--- src/sscr_pkg.sv ---
// Shared constants, types and helper functions of the start-up configuration reader.
package sscr_pkg;

	// ----------------------------------------------------------------
	// Configuration word layout
	// ----------------------------------------------------------------
	localparam int CFG_WORD_W = 10;
	localparam int NODE_MSB = 9;
	localparam int NODE_LSB = 3;
	localparam int RATE_MSB = 2;
	localparam int RATE_LSB = 0;
	localparam int NODE_W = NODE_MSB - NODE_LSB + 1;
	localparam int RATE_W = RATE_MSB - RATE_LSB + 1;
	localparam logic [NODE_W-1:0] NODE_ILLEGAL = 7'h00;
	localparam logic [CFG_WORD_W-1:0] WORD_RECOVERY = 10'h3FF;
	localparam int KBPS_W = 10;
	localparam logic [3:0] BIT_CNT_W = 4'hA;

	// ----------------------------------------------------------------
	// Timing
	// ----------------------------------------------------------------
	localparam int SYS_CLK_NS = 5;
	localparam int SHIFT_CLK_PERIOD_NS = 1200;
	localparam int SHIFT_HALF_CYC = (SHIFT_CLK_PERIOD_NS / 2 + SYS_CLK_NS - 1) / SYS_CLK_NS;
	localparam int SPI_CLK_PERIOD_NS = 1000;
	localparam int SPI_HALF_CYC = (SPI_CLK_PERIOD_NS / 2 + SYS_CLK_NS - 1) / SYS_CLK_NS;
	localparam int DIV_W = 16;

	// ----------------------------------------------------------------
	// Converter links
	// ----------------------------------------------------------------
	localparam int SPI_W = 24;
	localparam int FLEN_W = 5;
	localparam logic [FLEN_W-1:0] FLEN_SHORT = 5'h10;
	localparam logic [FLEN_W-1:0] FLEN_LONG = 5'h18;
	localparam logic [1:0] CONV_TYPE_A = 2'h0;
	localparam logic [1:0] CONV_TYPE_B = 2'h1;
	localparam logic [1:0] CONV_TYPE_C = 2'h2;

	typedef enum {
		ST_START,
		ST_LOAD,
		ST_LOW,
		ST_HIGH,
		ST_DECIDE,
		ST_RUN
	} sscr_state_t;

	// Three-stage pin filter: the value moves only when stages two and three agree.
	function automatic logic pin_filter(input logic prev, input logic s2, input logic s3);
		pin_filter = (s2 == s3) ? s3 : prev;
	endfunction

	function automatic logic [KBPS_W-1:0] rate_kbps(input logic [RATE_W-1:0] code);
		unique case (code)
			3'h0: rate_kbps = 10'h00A;
			3'h1: rate_kbps = 10'h014;
			3'h2: rate_kbps = 10'h032;
			3'h3: rate_kbps = 10'h07D;
			3'h4: rate_kbps = 10'h0FA;
			3'h5: rate_kbps = 10'h1F4;
			3'h6: rate_kbps = 10'h320;
			3'h7: rate_kbps = 10'h3E8;
		endcase
	endfunction

	// Frame length per converter type; an unknown type falls back to the long frame.
	function automatic logic [FLEN_W-1:0] frame_len(input logic [1:0] kind);
		frame_len = (kind == CONV_TYPE_A || kind == CONV_TYPE_C) ? FLEN_SHORT : FLEN_LONG;
	endfunction

endpackage

--- src/sscr_spi_master.sv ---
// Mode-0 serial master for an external converter link.
module sscr_spi_master #(
	parameter int HALF_CYC = sscr_pkg::SPI_HALF_CYC,
	parameter int W = sscr_pkg::SPI_W
) (
	// Clock and reset
	input wire logic core_clk,
	input wire logic rst,
	// User side
	input wire logic start,
	input wire logic [W-1:0] tx_word,
	input wire logic [sscr_pkg::FLEN_W-1:0] flen,
	input wire logic ignore_miso,
	output logic busy,
	output logic done,
	output logic [W-1:0] rx_word,
	// Pins
	output logic select_n,
	output logic sclk,
	output logic mosi,
	input wire logic miso
);
	import sscr_pkg::*;

	logic [DIV_W-1:0] div_r;
	logic tick;
	logic [W-1:0] tx_r;
	logic [FLEN_W-1:0] bits_r;
	logic m1_r, m2_r, m3_r, miso_f_r;

	// ----------------------------------------------------------------
	// Bit-rate divider and input filter
	// ----------------------------------------------------------------
	assign tick = busy && (div_r == DIV_W'(HALF_CYC - 1));

	always_ff @(posedge core_clk) begin
		if (rst || !busy || tick) begin
			div_r <= '0;
		end else begin
			div_r <= div_r + 1'b1;
		end
	end

	always_ff @(posedge core_clk) begin
		if (rst) begin
			m1_r <= 1'b0;
			m2_r <= 1'b0;
			m3_r <= 1'b0;
			miso_f_r <= 1'b0;
		end else begin
			m1_r <= miso;
			m2_r <= m1_r;
			m3_r <= m2_r;
			miso_f_r <= pin_filter(miso_f_r, m2_r, m3_r);
		end
	end

	// ----------------------------------------------------------------
	// Frame engine
	// ----------------------------------------------------------------
	always_ff @(posedge core_clk) begin
		if (rst) begin
			busy <= 1'b0;
			done <= 1'b0;
			select_n <= 1'b1;
			sclk <= 1'b0;
			mosi <= 1'b0;
			tx_r <= '0;
			rx_word <= '0;
			bits_r <= '0;
		end else begin
			done <= 1'b0;
			if (!busy && start) begin
				busy <= 1'b1;
				select_n <= 1'b0;
				tx_r <= tx_word;
				mosi <= tx_word[W-1];
				rx_word <= '0;
				bits_r <= '0;
			end else if (tick && !sclk) begin
				sclk <= 1'b1;
				rx_word <= {rx_word[W-2:0], miso_f_r & ~ignore_miso};
				bits_r <= bits_r + 1'b1;
			end else if (tick) begin
				sclk <= 1'b0;
				if (bits_r == flen) begin
					busy <= 1'b0;
					done <= 1'b1;
					select_n <= 1'b1;
				end else begin
					tx_r <= tx_r << 1;
					mosi <= tx_r[W-2];
				end
			end
		end
	end
endmodule

--- src/sscr_top.sv ---
// Start-up configuration reader with status LED reuse and converter links.
module sscr_top #(
	parameter int SHIFT_HALF = sscr_pkg::SHIFT_HALF_CYC
) (
	// Clock and reset
	input wire logic core_clk,
	input wire logic rst,
	// Configuration register pins
	output logic cfg_shift_clock_green_led,
	output logic cfg_load_n_red_led,
	input wire logic cfg_serial_in,
	output logic cfg_serial_pulldown_en,
	// LED requests and stored settings
	input wire logic green_led_on,
	input wire logic red_led_on,
	input wire logic [sscr_pkg::NODE_W-1:0] stored_node_id,
	input wire logic [sscr_pkg::RATE_W-1:0] stored_rate_code,
	// Configuration result
	output logic cfg_done,
	output logic use_stored,
	output logic recovery_mode,
	output logic [sscr_pkg::NODE_W-1:0] node_id,
	output logic [sscr_pkg::RATE_W-1:0] rate_code,
	output logic [sscr_pkg::KBPS_W-1:0] bit_rate_kbps,
	// ADC link
	input wire logic [1:0] adc_type,
	input wire logic adc_start,
	input wire logic [sscr_pkg::SPI_W-1:0] adc_tx,
	output logic adc_busy,
	output logic adc_done,
	output logic [sscr_pkg::SPI_W-1:0] adc_rx,
	output logic adc_select_n,
	output logic adc_serial_clock,
	output logic adc_data_out,
	input wire logic adc_data_in,
	// DAC link
	input wire logic [1:0] dac_type,
	input wire logic dac_start,
	input wire logic [sscr_pkg::SPI_W-1:0] dac_tx,
	output logic dac_busy,
	output logic dac_done,
	output logic [sscr_pkg::SPI_W-1:0] dac_rx,
	output logic dac_select_n,
	output logic dac_serial_clock,
	output logic dac_data_out,
	input wire logic dac_data_in
);
	import sscr_pkg::*;

	sscr_state_t state_r;
	logic [DIV_W-1:0] div_r;
	logic tick;
	logic [3:0] bits_r;
	logic [CFG_WORD_W-1:0] word_r;
	logic d1_r, d2_r, d3_r, din_f_r;
	logic [DIV_W-1:0] low_run_r;
	logic [3:0] edge_cnt_r;
	logic load_seen_r;
	logic dac_ignore;

	// ----------------------------------------------------------------
	// Shift clock divider and input filter
	// ----------------------------------------------------------------
	assign tick = (div_r == DIV_W'(SHIFT_HALF - 1));

	always_ff @(posedge core_clk) begin
		if (rst || tick || state_r == ST_RUN) begin
			div_r <= '0;
		end else begin
			div_r <= div_r + 1'b1;
		end
	end

	// The pull-down makes an absent register read as zeros, which lands on the fallback.
	always_ff @(posedge core_clk) begin
		if (rst) begin
			cfg_serial_pulldown_en <= 1'b0;
			d1_r <= 1'b0;
			d2_r <= 1'b0;
			d3_r <= 1'b0;
			din_f_r <= 1'b0;
		end else begin
			cfg_serial_pulldown_en <= 1'b1;
			d1_r <= cfg_serial_in;
			d2_r <= d1_r;
			d3_r <= d2_r;
			din_f_r <= pin_filter(din_f_r, d2_r, d3_r);
		end
	end

	// ----------------------------------------------------------------
	// Read sequence
	// ----------------------------------------------------------------
	always_ff @(posedge core_clk) begin
		if (rst) begin
			state_r <= ST_START;
			bits_r <= '0;
			word_r <= '0;
		end else begin
			unique case (state_r)
				ST_START: if (tick) state_r <= ST_LOAD;
				ST_LOAD: if (tick) state_r <= ST_LOW;
				ST_LOW: begin
					if (tick) begin
						word_r <= {word_r[CFG_WORD_W-2:0], din_f_r};
						bits_r <= bits_r + 1'b1;
						state_r <= ST_HIGH;
					end
				end
				ST_HIGH: begin
					if (tick) begin
						state_r <= (bits_r == BIT_CNT_W) ? ST_DECIDE : ST_LOW;
					end
				end
				ST_DECIDE: state_r <= ST_RUN;
				ST_RUN: state_r <= ST_RUN;
			endcase
		end
	end

	// Pin drive: shift duties during the read, LED duties afterwards.
	always_ff @(posedge core_clk) begin
		if (rst) begin
			cfg_shift_clock_green_led <= 1'b0;
			cfg_load_n_red_led <= 1'b1;
		end else if (state_r == ST_RUN) begin
			cfg_shift_clock_green_led <= green_led_on;
			cfg_load_n_red_led <= red_led_on;
		end else begin
			cfg_load_n_red_led <= !(state_r == ST_START && tick) && !(state_r == ST_LOAD && !tick);
			cfg_shift_clock_green_led <= (state_r == ST_LOW && tick) || (state_r == ST_HIGH && !tick);
		end
	end

	// ----------------------------------------------------------------
	// Decision
	// ----------------------------------------------------------------
	always_ff @(posedge core_clk) begin
		if (rst) begin
			cfg_done <= 1'b0;
			use_stored <= 1'b0;
			recovery_mode <= 1'b0;
			node_id <= '0;
			rate_code <= '0;
			bit_rate_kbps <= '0;
		end else if (state_r == ST_DECIDE) begin
			cfg_done <= 1'b1;
			if (word_r == WORD_RECOVERY) begin
				recovery_mode <= 1'b1;
				node_id <= stored_node_id;
				rate_code <= stored_rate_code;
				bit_rate_kbps <= rate_kbps(stored_rate_code);
			end else if (word_r[NODE_MSB:NODE_LSB] == NODE_ILLEGAL) begin
				use_stored <= 1'b1;
				node_id <= stored_node_id;
				rate_code <= stored_rate_code;
				bit_rate_kbps <= rate_kbps(stored_rate_code);
			end else begin
				node_id <= word_r[NODE_MSB:NODE_LSB];
				rate_code <= word_r[RATE_MSB:RATE_LSB];
				bit_rate_kbps <= rate_kbps(word_r[RATE_MSB:RATE_LSB]);
			end
		end
	end

	// ----------------------------------------------------------------
	// Converter links
	// ----------------------------------------------------------------
	assign dac_ignore = (dac_type == CONV_TYPE_A) || (dac_type == CONV_TYPE_B);

	sscr_spi_master #(.HALF_CYC(SPI_HALF_CYC), .W(SPI_W)) u_adc (
		.core_clk(core_clk),
		.rst(rst),
		.start(adc_start),
		.tx_word(adc_tx),
		.flen(frame_len(adc_type)),
		.ignore_miso(1'b0),
		.busy(adc_busy),
		.done(adc_done),
		.rx_word(adc_rx),
		.select_n(adc_select_n),
		.sclk(adc_serial_clock),
		.mosi(adc_data_out),
		.miso(adc_data_in)
	);

	sscr_spi_master #(.HALF_CYC(SPI_HALF_CYC), .W(SPI_W)) u_dac (
		.core_clk(core_clk),
		.rst(rst),
		.start(dac_start),
		.tx_word(dac_tx),
		.flen(frame_len(dac_type)),
		.ignore_miso(dac_ignore),
		.busy(dac_busy),
		.done(dac_done),
		.rx_word(dac_rx),
		.select_n(dac_select_n),
		.sclk(dac_serial_clock),
		.mosi(dac_data_out),
		.miso(dac_data_in)
	);

	// ----------------------------------------------------------------
	// Checks
	// ----------------------------------------------------------------
	always_ff @(posedge core_clk) begin
		if (rst) begin
			low_run_r <= '0;
			edge_cnt_r <= '0;
			load_seen_r <= 1'b0;
		end else begin
			low_run_r <= cfg_shift_clock_green_led ? '0 : low_run_r + 1'b1;
			if (!cfg_done && !cfg_load_n_red_led) begin
				load_seen_r <= 1'b1;
			end
			if (!cfg_done && cfg_shift_clock_green_led && low_run_r != '0) begin
				edge_cnt_r <= edge_cnt_r + 1'b1;
			end
		end
	end
endmodule

--- config.mk ---
export PLATFORM = sky130hd
export DESIGN_NAME = sscr_top
export DESIGN_NICKNAME = d
export VERILOG_FILES = /design/src/sscr_pkg.sv /design/src/sscr_spi_master.sv /design/src/sscr_top.sv
export SDC_FILE = /design/constraint.sdc
export NUM_CORES = 1
export LEC_CHECK = 0
export ABC_CLOCK_PERIOD_IN_PS = 5900
export BUFFER_PORTS_ARGS = -buffer_cell sky130_fd_sc_hd__buf_4
export CORE_UTILIZATION = 55
export CTS_CLUSTER_DIAMETER = 120
export DETAILED_ROUTE_END_ITERATION = 10
export GPL_TIMING_DRIVEN = 0
export PLACE_DENSITY = 0.78
export SYNTH_ARGS = -nofsm -noshare
export SYNTH_HDL_FRONTEND = slang
export SYNTH_HIERARCHICAL = 1
export SYNTH_SLANG_ARGS = --single-unit
--- constraint.sdc ---
create_clock -name core_clk -period 5.9 [get_ports core_clk]
set_input_delay 0.885 -clock core_clk [delete_from_list [all_inputs] [get_ports core_clk]]
set_output_delay 0.885 -clock core_clk [all_outputs]
set_load 0.005 [all_outputs]
==> results of run 1 <==
==> state kept, by name, summed over array words and instances (netlist names), 3 cells and up, named ones only <==
signal / count
word_r: 10
u_adc/tx_r: 23
u_adc/bits_r: 5
node_id: 7
u_adc/rx_word: 24
rate_code: 3
bit_rate_kbps: 10
u_adc/div_r: 16
u_dac/div_r: 16
u_dac/bits_r: 5
div_r: 16
u_dac/tx_r: 23
bits_r: 4
u_dac/rx_word: 24
state_r: 3
==> layer usage <==
layer | vias up | global-route usage [%] | wire length, µm
met1 | 3809 | 30.3 | 9790
met3 | 28 | 3.85 | 1060
met4 | 0 | 6.80 | 376
met2 | 193 | 40.5 | 10400
li1 | 4052 | - | -
met5 | - | 0 | 0
==> worst max-delay path by stage <==
stage                     cells past startpoint   startpoint  slack (ns)            end
after floorplan                               7  adc_type[0]        3.82  u_adc/tx_r[5]
after global placement                        6          rst        3.20       register
after detailed placement                      6          rst        3.21       register
after CTS                                     8     div_r[0]        3.44       register
after global routing                         10     div_r[0]        3.27       register
final                                         8     div_r[0]        3.46       register
==> worst register-to-register path, delay by kind of cell (launching register included) <==
kind | cells | cell delay (ns)
buffers and inverters | 1 | 0.14
adder cells (fa/ha/maj) | 2 | 0.47
flip-flops | 1 | 0.37
AND/OR/NAND/NOR | 3 | 0.74
AO/OA/AOI/OAI | 2 | 0.58
==> per-stage QoR <==
stage | area [µm²] | setup slack [ns] | std cells | total power [mW]
global placement | 11200 | 3.20 | 1452 | 1.84
floorplan | 9800 | 3.82 | 1076 | 1.77
finish | 12100 | 3.46 | 1494 | 3.39
detailed placement | 11200 | 3.21 | 1452 | 1.85
global route | 12100 | 3.27 | 1494 | 3.51
CTS | 12100 | 3.44 | 1494 | 3.42
==> placed cells by master, fill, tap and decap left out, types with 8 or more instances in the layout <==
cell and instances:
and3_1 9, o21ai_0 28, nor2b_1 13, nand4_1 8
buf_6 10, a21oi_1 89, nand2b_1 8, nand3_1 31
nand2_1 152, o21bai_1 47, dfxtp_1 227, clkbuf_1 32
clkbuf_16 25, clkbuf_8 10, xnor2_1 41, buf_4 158
a221oi_1 12, nor3_1 13, xor2_1 21, ha_1 14
nor2_1 142, conb_1 9, inv_1 27, a221oi_2 40
buf_2 13, mux2i_1 14
==> power by group <==
part           switching (mW)  total [mW]  internal [mW]
Combinational           0.127       0.236          0.109
Clock                   0.588        1.57          0.981
Sequential             0.0140        1.58           1.57
==> area by class of cell <==
class	count	share of cell area [%]
clock buffers	39	6.45
inverters	27	0.840
multi-input cells	757	39.5
plain buffers	65	3.27
well taps	225	2.33
clock inverters	3	0.539
flip-flops and latches	227	37.7
repair buffers	151	9.40
==> cells in the mapped netlist, types with 3 or more instances <==
cell type | n | area share [%]
nor2_1 | 142 | 5.5
dfxtp_1 | 227 | 46
and3_1 | 9 | 0.58
o21bai_1 | 47 | 3.6
ha_1 | 14 | 1.8
inv_1 | 27 | 1.0
a21oi_1 | 89 | 4.6
o21ai_0 | 28 | 1.4
buf_1 | 5 | 0.19
nor4_2 | 5 | 0.64
mux2i_1 | 14 | 1.4
a221oi_1 | 12 | 1.1
a211oi_1 | 3 | 0.23
a221oi_2 | 40 | 6.1
xnor2_1 | 41 | 3.7
clkbuf_1 | 28 | 1.1
nand3b_1 | 4 | 0.31
or3_1 | 5 | 0.32
nand4_1 | 8 | 0.51
nand2_1 | 152 | 5.8
nand3_1 | 31 | 1.6
buf_4 | 7 | 0.54
a21o_1 | 3 | 0.23
o22ai_1 | 3 | 0.19
nand2b_1 | 8 | 0.51
nor3_1 | 13 | 0.67
and4bb_1 | 4 | 0.51
nor2b_1 | 13 | 0.83
buf_6 | 10 | 1.2
xor2_1 | 21 | 1.9
nor4_1 | 4 | 0.26
buf_2 | 13 | 0.67
nor4_4 | 4 | 0.87
==> logic make-up after synthesis <==
kind of cell             Yosys count  share of synthesized area, %
AO/OA/AOI/OAI                    235                          18.6
XOR/XNOR                          62                          5.55
adder cells (fa/ha/maj)           14                          1.79
buffers and inverters             92                          5.07
flip-flops                       227                          46.5
multiplexers                      14                          1.43
other                              2                        0.0768
AND/OR/NAND/NOR                  423                          21.0
==> metrics.csv, run 1 <==
metric,value,unit
buffers inserted by post-CTS timing repair,0,
CTS tree,done,
"Cell Chain, Critical Path",ha_1 > nor4b_1 > nand4_1 > or2_0 > clkbuf_1 > a211o_1 > ha_1 > o21bai_1,
largest net degree at the start of global routing,17,
Detailed Place HPWL,15100,µm
worst hold slack,0.436,ns
ys async rst share,0,%
CTS buffer count,24,
Initial Util,56.3,%
CTS resizes,0,
unrepaired setup endpoints after global routing,false,
count of cell types in the netlist,58,
slew margin rel.,54.6,%
core region area,17400,µm²
Max Cap Viol,0,
final-report max-slew violation count,0,
nets@finish,1338,
setup_tns,0,ns
crit share post-route,41.3,%
"Primary FF master, synth",dfxtp_1,
CP startpoint kind,register,
worst r2r path cells,8,
Seq. cell area,4540,µm²
Yosys reg bits,227,
# DRC,0,
DR WL/cell,14.4,µm
vias in the first global route,7686,
DRT iter0 DRCs,363,
Via density,5.41,
Mapped Cells,1069,
num rows,48,
initial antenna violation count,0,
"Hold-fix buffers, CTS",0,
hold path depth,1,
combined buffer and inverter count along the critical path,1,
"Hold Vio Cnt, Final",0,
worst-margin pin slew,0.681,ns
Via Count,8082,
Reg2Reg Setup Slack,3.46,ns
Synth Cell Area,9780,µm²
sequential area share after synthesis,46.5,%
GRT Overall Usage,23.5,%
type of the most critical hold path,reg -> reg,
routability cong.,0.834,
CTS sink cnt,227,
Max VDD drop,0.241,mV
Layout Utilization,69.5,%
number of synthesis warnings,6,
multi-input logic area,4760,µm²
final setup fails,0,
routed wire length,21600,µm
"CTS clk-pin slew, worst paths",0.06,ns
CTS root buf,clkbuf_16,
CTS H-tree depth,1,
Worst R2R Start,div_r[0],
drt first pass iters,5,
layout cell share with drive strength beyond 1,22.4,%
GRT overflow,0,
"EDFF count, synth",0,
die area,18300,µm²
I/O Buffers,151,
"most used cell, CP",ha_1,
ANT nets after route,0,
die height,135,µm
Max Fclk,0.410,GHz
max incr delay on CP,0.40,ns
status,"complete, no violations",
ANT cells,0,
CP Max Fanout,6,
clk_lat worst skew,0.51,ns
first-pass GRT wire length,35700,µm
Max Clock Skew,0.00574,ns
"delay-heaviest family, CP",simple AND/OR/NAND/NOR gates,
Pleak,4.66,nW
worst-case clock buffer depth,3,
start point of the worst min-delay path,d1_r,
CP Class,reg -> reg,
minimum clock period,2.44,ns
Die X-Extent,135,µm
Worst Path Arrival,2.81,ns
Critical Path RT,6.27,ns
io pins,155,
fillers,1384,
power per cell area,281,nW/µm²
CP max-delay cell,a211o_1,
Hold EP,d2_r,
Mean Syn Cell Area,9.14,µm²
CP endpoint kind,register,
area added between synthesis and finish,23.4,%
No activity file was read; power rests on OpenSTA's default activity.
==> inputs of run 2 (changes only) <==
- ABC_AREA: unset -> 1
- ABC_CLOCK_PERIOD_IN_PS: 5900 -> 2400
- PLACE_DENSITY: 0.78 -> 0.77
- clock period: 5.9 -> 2.4 ns (I/O delays scaled with it)
==> run 2 against run 1 <==
The flow now finishes with violations (DRC). Final area grew 9.8%. Sequential share of layout area fell by 3.3 points. Power up 150%. Synthesized cell count rose by 48%. Clock-buffer cell count is 1 lower.
==> metrics.csv, run 2 <==
metric,value,unit
"Hold-fix buffers, CTS",0,
core region area,19500,µm²
Tot Pwr,8.37,mW
initial antenna violation count,0,
CTS resizes,0,
type of the most critical hold path,in -> reg,
"commonest non-fill, non-tap cell in the layout",nand2_1,
I/O Buffers,150,
Max VDD drop,0.649,mV
routed wire length,25600,µm
io pins,155,
GRT overflow,0,
CTS tree,done,
Max Fclk,0.547,GHz
number of synthesis warnings,6,
CTS buffer count,25,
"commonest non-fill, non-tap cells in the layout","nand2_1 (439), dfxtp_1 (227), nor2_1 (177)",
sequential area share after synthesis,41.6,%
count of cell types in the netlist,41,
buffers inserted by post-CTS timing repair,0,
Critical Path RT,2.80,ns
Synth Cell Area,10900,µm²
simple-gate share of the synthesized area,34.6,%
Yosys reg bits,227,
die height,143,µm
# DRC,2,
Via density,5.11,
CTS H-tree depth,1,
gr busiest metal,met2,
top post-synthesis cells by area,"dfxtp_1 (42%), nand2_1 (15%), a21oi_1 (7.2%), nor2_1 (6.1%), inv_1 (5.3%)",
clk_lat worst skew,0.51,ns
most common cell in the synthesized netlist,nand2_1,
drt first pass iters,10,
worst-margin pin slew,0.526,ns
met2 GRT Util,41.9,%
ANT cells,0,
largest family of logic cells by synthesized area,simple AND/OR/NAND/NOR gates,
share of the synthesized area in the top cell type,41.6,%
CP endpoint kind,register,
hold path depth,3,
status,"complete, but fails checks",
GRT Overall Usage,25.0,%
Yosys top cell by area,dfxtp_1,
final-report max-slew violation count,0,
"Hold Vio Cnt, Final",0,
Via Count,10500,
"Primary FF master, synth",dfxtp_1,
CP Max Fanout,5,
slew margin rel.,64.9,%
CTS sink cnt,227,
area added between synthesis and finish,21.2,%
first-pass GRT wire length,42500,µm
ys async rst share,0,%
Initial Util,56.1,%
minimum clock period,1.83,ns
Max Clock Skew,0.00848,ns
largest net degree at the start of global routing,13,
worst-case clock buffer depth,3,
Reg2Reg Setup Slack,0.57,ns
ANT nets after route,0,
Worst Path Arrival,2.23,ns
crit share post-route,76.2,%
start point of the worst min-delay path,cfg_serial_in,
unrepaired setup endpoints after global routing,false,
"EDFF count, synth",0,
worst r2r path cells,9,
power per cell area,633,nW/µm²
Detailed Place HPWL,18500,µm
DRT iter0 DRCs,625,
Mapped Cells,1577,
mux cell area share after synthesis,0,%
biggest regs,"u_adc/rx_word (24), u_dac/rx_word (24)",
Compound-Gate Fraction of Synth Area,10.7,%
GRT met1 Usage,32.8,%
Max Cap Viol,0,
Pleak,5.88,nW
CP startpoint kind,register,
vias in the first global route,9285,
Synth Area in XOR/XNOR,1.20,%
CP Class,reg -> reg,
DR WL/cell,12.5,µm
grt met3 use,3.82,%
num rows,51,
layout cell share with drive strength beyond 1,17.3,%
die area,20400,µm²
Die X-Extent,143,µm
Worst R2R Start,div_r[0],
setup_tns,0,ns
Hold EP,d1_r,
routability cong.,0.892,
nets@finish,1852,
Post-synth top cells,"nand2_1 (439), dfxtp_1 (227), nor2_1 (177)",
DP Worst Slack,0.611,ns
Mean Syn Cell Area,6.93,µm²
Post-Synth Adder-Cell Area,1.60,%
final worst setup slack,0.571,ns
final setup fails,0,
CTS root buf,clkbuf_16,
"CTS clk-pin slew, worst paths",0.06,ns
failing checks,DRC,
==> run 2: how the worst max path moves through the flow <==
stage | startpoint | to | cells after the start
after floorplan | div_r[0] | register | 9
after global placement | div_r[0] | register | 10
after detailed placement | div_r[0] | register | 9
after CTS | div_r[0] | register | 9
after global routing | div_r[0] | register | 9
final | div_r[0] | register | 9
==> run 2: layer usage <==
metal / wire length (µm) / vias to the layer above / part of all wire [%]
met1: 11700 / 4693 / 46
met4: 675 / 0 / 2.6
met3: 1450 / 53 / 5.7
li1: - / 5421 / -
met2: 11800 / 300 / 46
met5: 0 / - / 0
==> run 2: critical path: stages, from the launching register on <==
cell     delay (ns)
dfxtp_1        0.35
ha_1           0.20
inv_1          0.07
nor2_1         0.08
nand2_1        0.09
nor2_4         0.17
nand4_1        0.22
nand2_1        0.20
nor2_4         0.07
ha_1           0.28
==> run 2: kinds of logic (layout without fill, tap and decap cells) <==
group	count (synthesis)	in the layout
adders and majority gates	14	14
DFF	227	227
AOI/OAI and AO/OA	222	222
and+or+nand+nor	849	849
other	2	15
buffers and inverters	248	441
xor gates and xnor gates	15	15
==> run 2: cell type report <==
type	instances	area [µm²]
Tap cell	265	332
Inverter	173	659
Clock buffer	38	754
Multi-Input combinational cell	1115	5310
Clock inverter	5	50.0
Timing Repair Buffer	150	1130
Sequential cell	227	4540
Fill cell	1721	6230
Buffer	75	459
==> run 2: metrics by stage <==
stage | area, µm² | instances | util (%) | hold WS, ns
after global routing | 13200 | 2048 | 68.0 | 0.0600
after floorplan | 11000 | 1590 | - | 0.388
final | 13200 | 2048 | 68.0 | 0.0453
after global placement | 12400 | 2005 | 63.9 | 0.389
after detailed placement | 12400 | 2005 | 63.9 | 0.394
after CTS | 13200 | 2048 | 68.0 | 0.0405
==> run 2: power by group <==
part,internal [mW],switching [mW],total [mW]
combinational,0.307,0.432,0.738
clock,2.25,1.47,3.73
sequential,3.86,0.0465,3.91
==> inputs of run 3 (changes only) <==
- ABC_CLOCK_PERIOD_IN_PS: 2400 -> 1600
- CORE_UTILIZATION: 55 -> 52
- PLACE_DENSITY: 0.77 -> 0.76
- clock period: 2.4 -> 1.6 ns (I/O delays scaled with it)
==> run 3 against run 2 <==
The flow finishes with violations (setup timing). Register-to-register slack lost 0.62 ns. Core utilization grew 4.0 points. Critical path depth grew 2. Non-clock buffer count grew 63. Sequential cell count is the same. Clock skew grew 0.0050 ns. Cell count grew 3.5%. Clock power grew 60%. Sequential power grew 50%. Wire length grew 15%. Power grew 58%. Setup slack lost 0.62 ns. Largest cell class unchanged.
==> metrics.csv, run 3 (synthesis results as in run 2) <==
metric,value,unit
status,"complete, but fails checks",
failing checks,setup timing,
ANT nets after route,0,
worst hold slack,0.0539,ns
CTS H-tree depth,1,
CP Max Fanout,8,
worst-case clock buffer depth,3,
Via density,5.20,
routed wire length,29400,µm
Critical Path RT,2.02,ns
"commonest non-fill, non-tap cells in the layout","nand2_1 (422), buf_4 (199), dfxtp_1 (190)",
Max Clock Skew,0.0135,ns
die height,147,µm
CTS tree,done,
Cells after DPL,2010,
crit share post-route,103,%
vias in the first global route,9901,
Via Count,11000,
Max VDD drop,0.787,mV
CP endpoint kind,register,
fillers,1627,
CTS sink cnt,227,
CTS root buf,clkbuf_16,
biggest regs,"u_adc/rx_word (24), u_dac/rx_word (24)",
DP Worst Slack,-0.198,ns
Max Cap Viol,0,
Worst R2R Start,div_r[1],
drt first pass iters,6,
worst-margin pin slew,0.524,ns
CP Class,reg -> reg,
unrepaired setup endpoints after global routing,true,
Max Fclk,0.605,GHz
layout cell share with drive strength beyond 1,28.0,%
DRT iter0 DRCs,617,
I/O Buffers,150,
final-report max-slew violation count,0,
initial antenna violation count,0,
Die X-Extent,147,µm
"Hold Vio Cnt, Final",0,
nets@finish,1917,
die area,21600,µm²
DR WL/cell,13.9,µm
post-route insts no fill,2120,
Worst Path Arrival,2.07,ns
clk_lat worst skew,0.53,ns
CP startpoint kind,register,
setup_tns,-0.170,ns
Detailed Place HPWL,19000,µm
first-pass GRT wire length,46300,µm
io pins,155,
Initial Util,53.5,%
"commonest non-fill, non-tap cell in the layout",nand2_1,
routability cong.,0.867,
"CTS clk-pin slew, worst paths",0.06,ns
final worst setup slack,-0.0527,ns
GRT overflow,0,
power per cell area,900,nW/µm²
Worst Setup SP,div_r[1],
core region area,20400,µm²
ANT cells,0,
CTS buffer count,25,
GRT Overall Usage,25.5,%
type of the most critical hold path,in -> reg,
Pleak,6.48,nW
minimum clock period,1.65,ns
start point of the worst min-delay path,rst,
num rows,52,
final setup fails,9,
largest net degree at the start of global routing,14,
area added between synthesis and finish,34.7,%
slew margin rel.,65.1,%
# DRC,0,
## run 3: changes by cell type in the layout (fill, tap and decap cells not counted), moves of 10 or more
cell,delta
buf_8,+10
nand2_2,+17
nand3_1,-50
buf_4,+40
clkbuf_1,-10
nor2_4,+12
nand3_2,+46
nor2_1,-22
dfxtp_2,+36
nand2_1,-17
dlygate4sd3_1,+12
nor2_2,+10
dfxtp_1,-37
## run 3: worst max-delay path, cell delays in order, from the launching register on
cell	delay, ns
dfxtp_2	0.35
ha_4	0.15
inv_2	0.04
nor2_2	0.10
nand2_2	0.06
nor2_4	0.15
nand3_4	0.12
nand2_2	0.09
nand3_4	0.16
buf_4	0.20
nand3_2	0.06
nand2_2	0.05
## run 3: worst paths after layout
path / end / slack (ns) / depth (start not counted)
setup reg to reg: register / -0.05 / 11
setup / recovery: register / -0.05 / 11
hold / removal: u_adc/m1_r / 0.05 / 2
hold reg to reg: d2_r / 0.40 / 2
## run 3: area by class of cell
type / count / area [µm²] / area share (%)
Inverter: 173 / 674 / 4.58
Timing Repair Buffer: 215 / 1800 / 12.2
Multi-Input combinational cell: 1117 / 5910 / 40.1
Tap cell: 270 / 338 / 2.30
Sequential cell: 227 / 4590 / 31.2
Clock inverter: 9 / 128 / 0.867
Clock buffer: 36 / 727 / 4.94
Buffer: 73 / 552 / 3.75
## run 3: power by group
group          internal [mW]  total, mW  switching, mW
clock                   3.63       5.97           2.34
sequential              5.79       5.87         0.0761
combinational          0.636       1.40          0.767
total                   10.1       13.2           3.18
## run 3: timing repair
item                       4_1_cts  5_1_grt
gates cloned                     3       10
setup endpoints to repair      125      183
hold endpoints to repair        12        0
hold buffers                    12        0
buffers inserted                21       21
pin swaps                       20       53
gates resized for setup         56      185
## run 3: per-layer routing
| layer | vias to the layer above | routed length, µm | global-route usage (%) |
|---|---|---|---|
| li1 | 5575 | - | - |
| met2 | 322 | 14500 | 44.1 |
| met4 | 0 | 755 | 7.84 |
| met1 | 5056 | 12600 | 33.0 |
| met3 | 62 | 1580 | 3.48 |
| met5 | - | 0 | 0 |
## run 3: per-stage QoR
| step | total power [mW] | instance area (µm²) | utilization, % |
|---|---|---|---|
| CTS | 13.1 | 13800 | 67.5 |
| finish | 13.2 | 14700 | 72.0 |
| detailed placement | 7.09 | 12400 | 60.9 |
| global route | 13.7 | 14700 | 72.0 |
| floorplan | 6.74 | 11000 | - |
| global placement | 7.06 | 12400 | 60.9 |
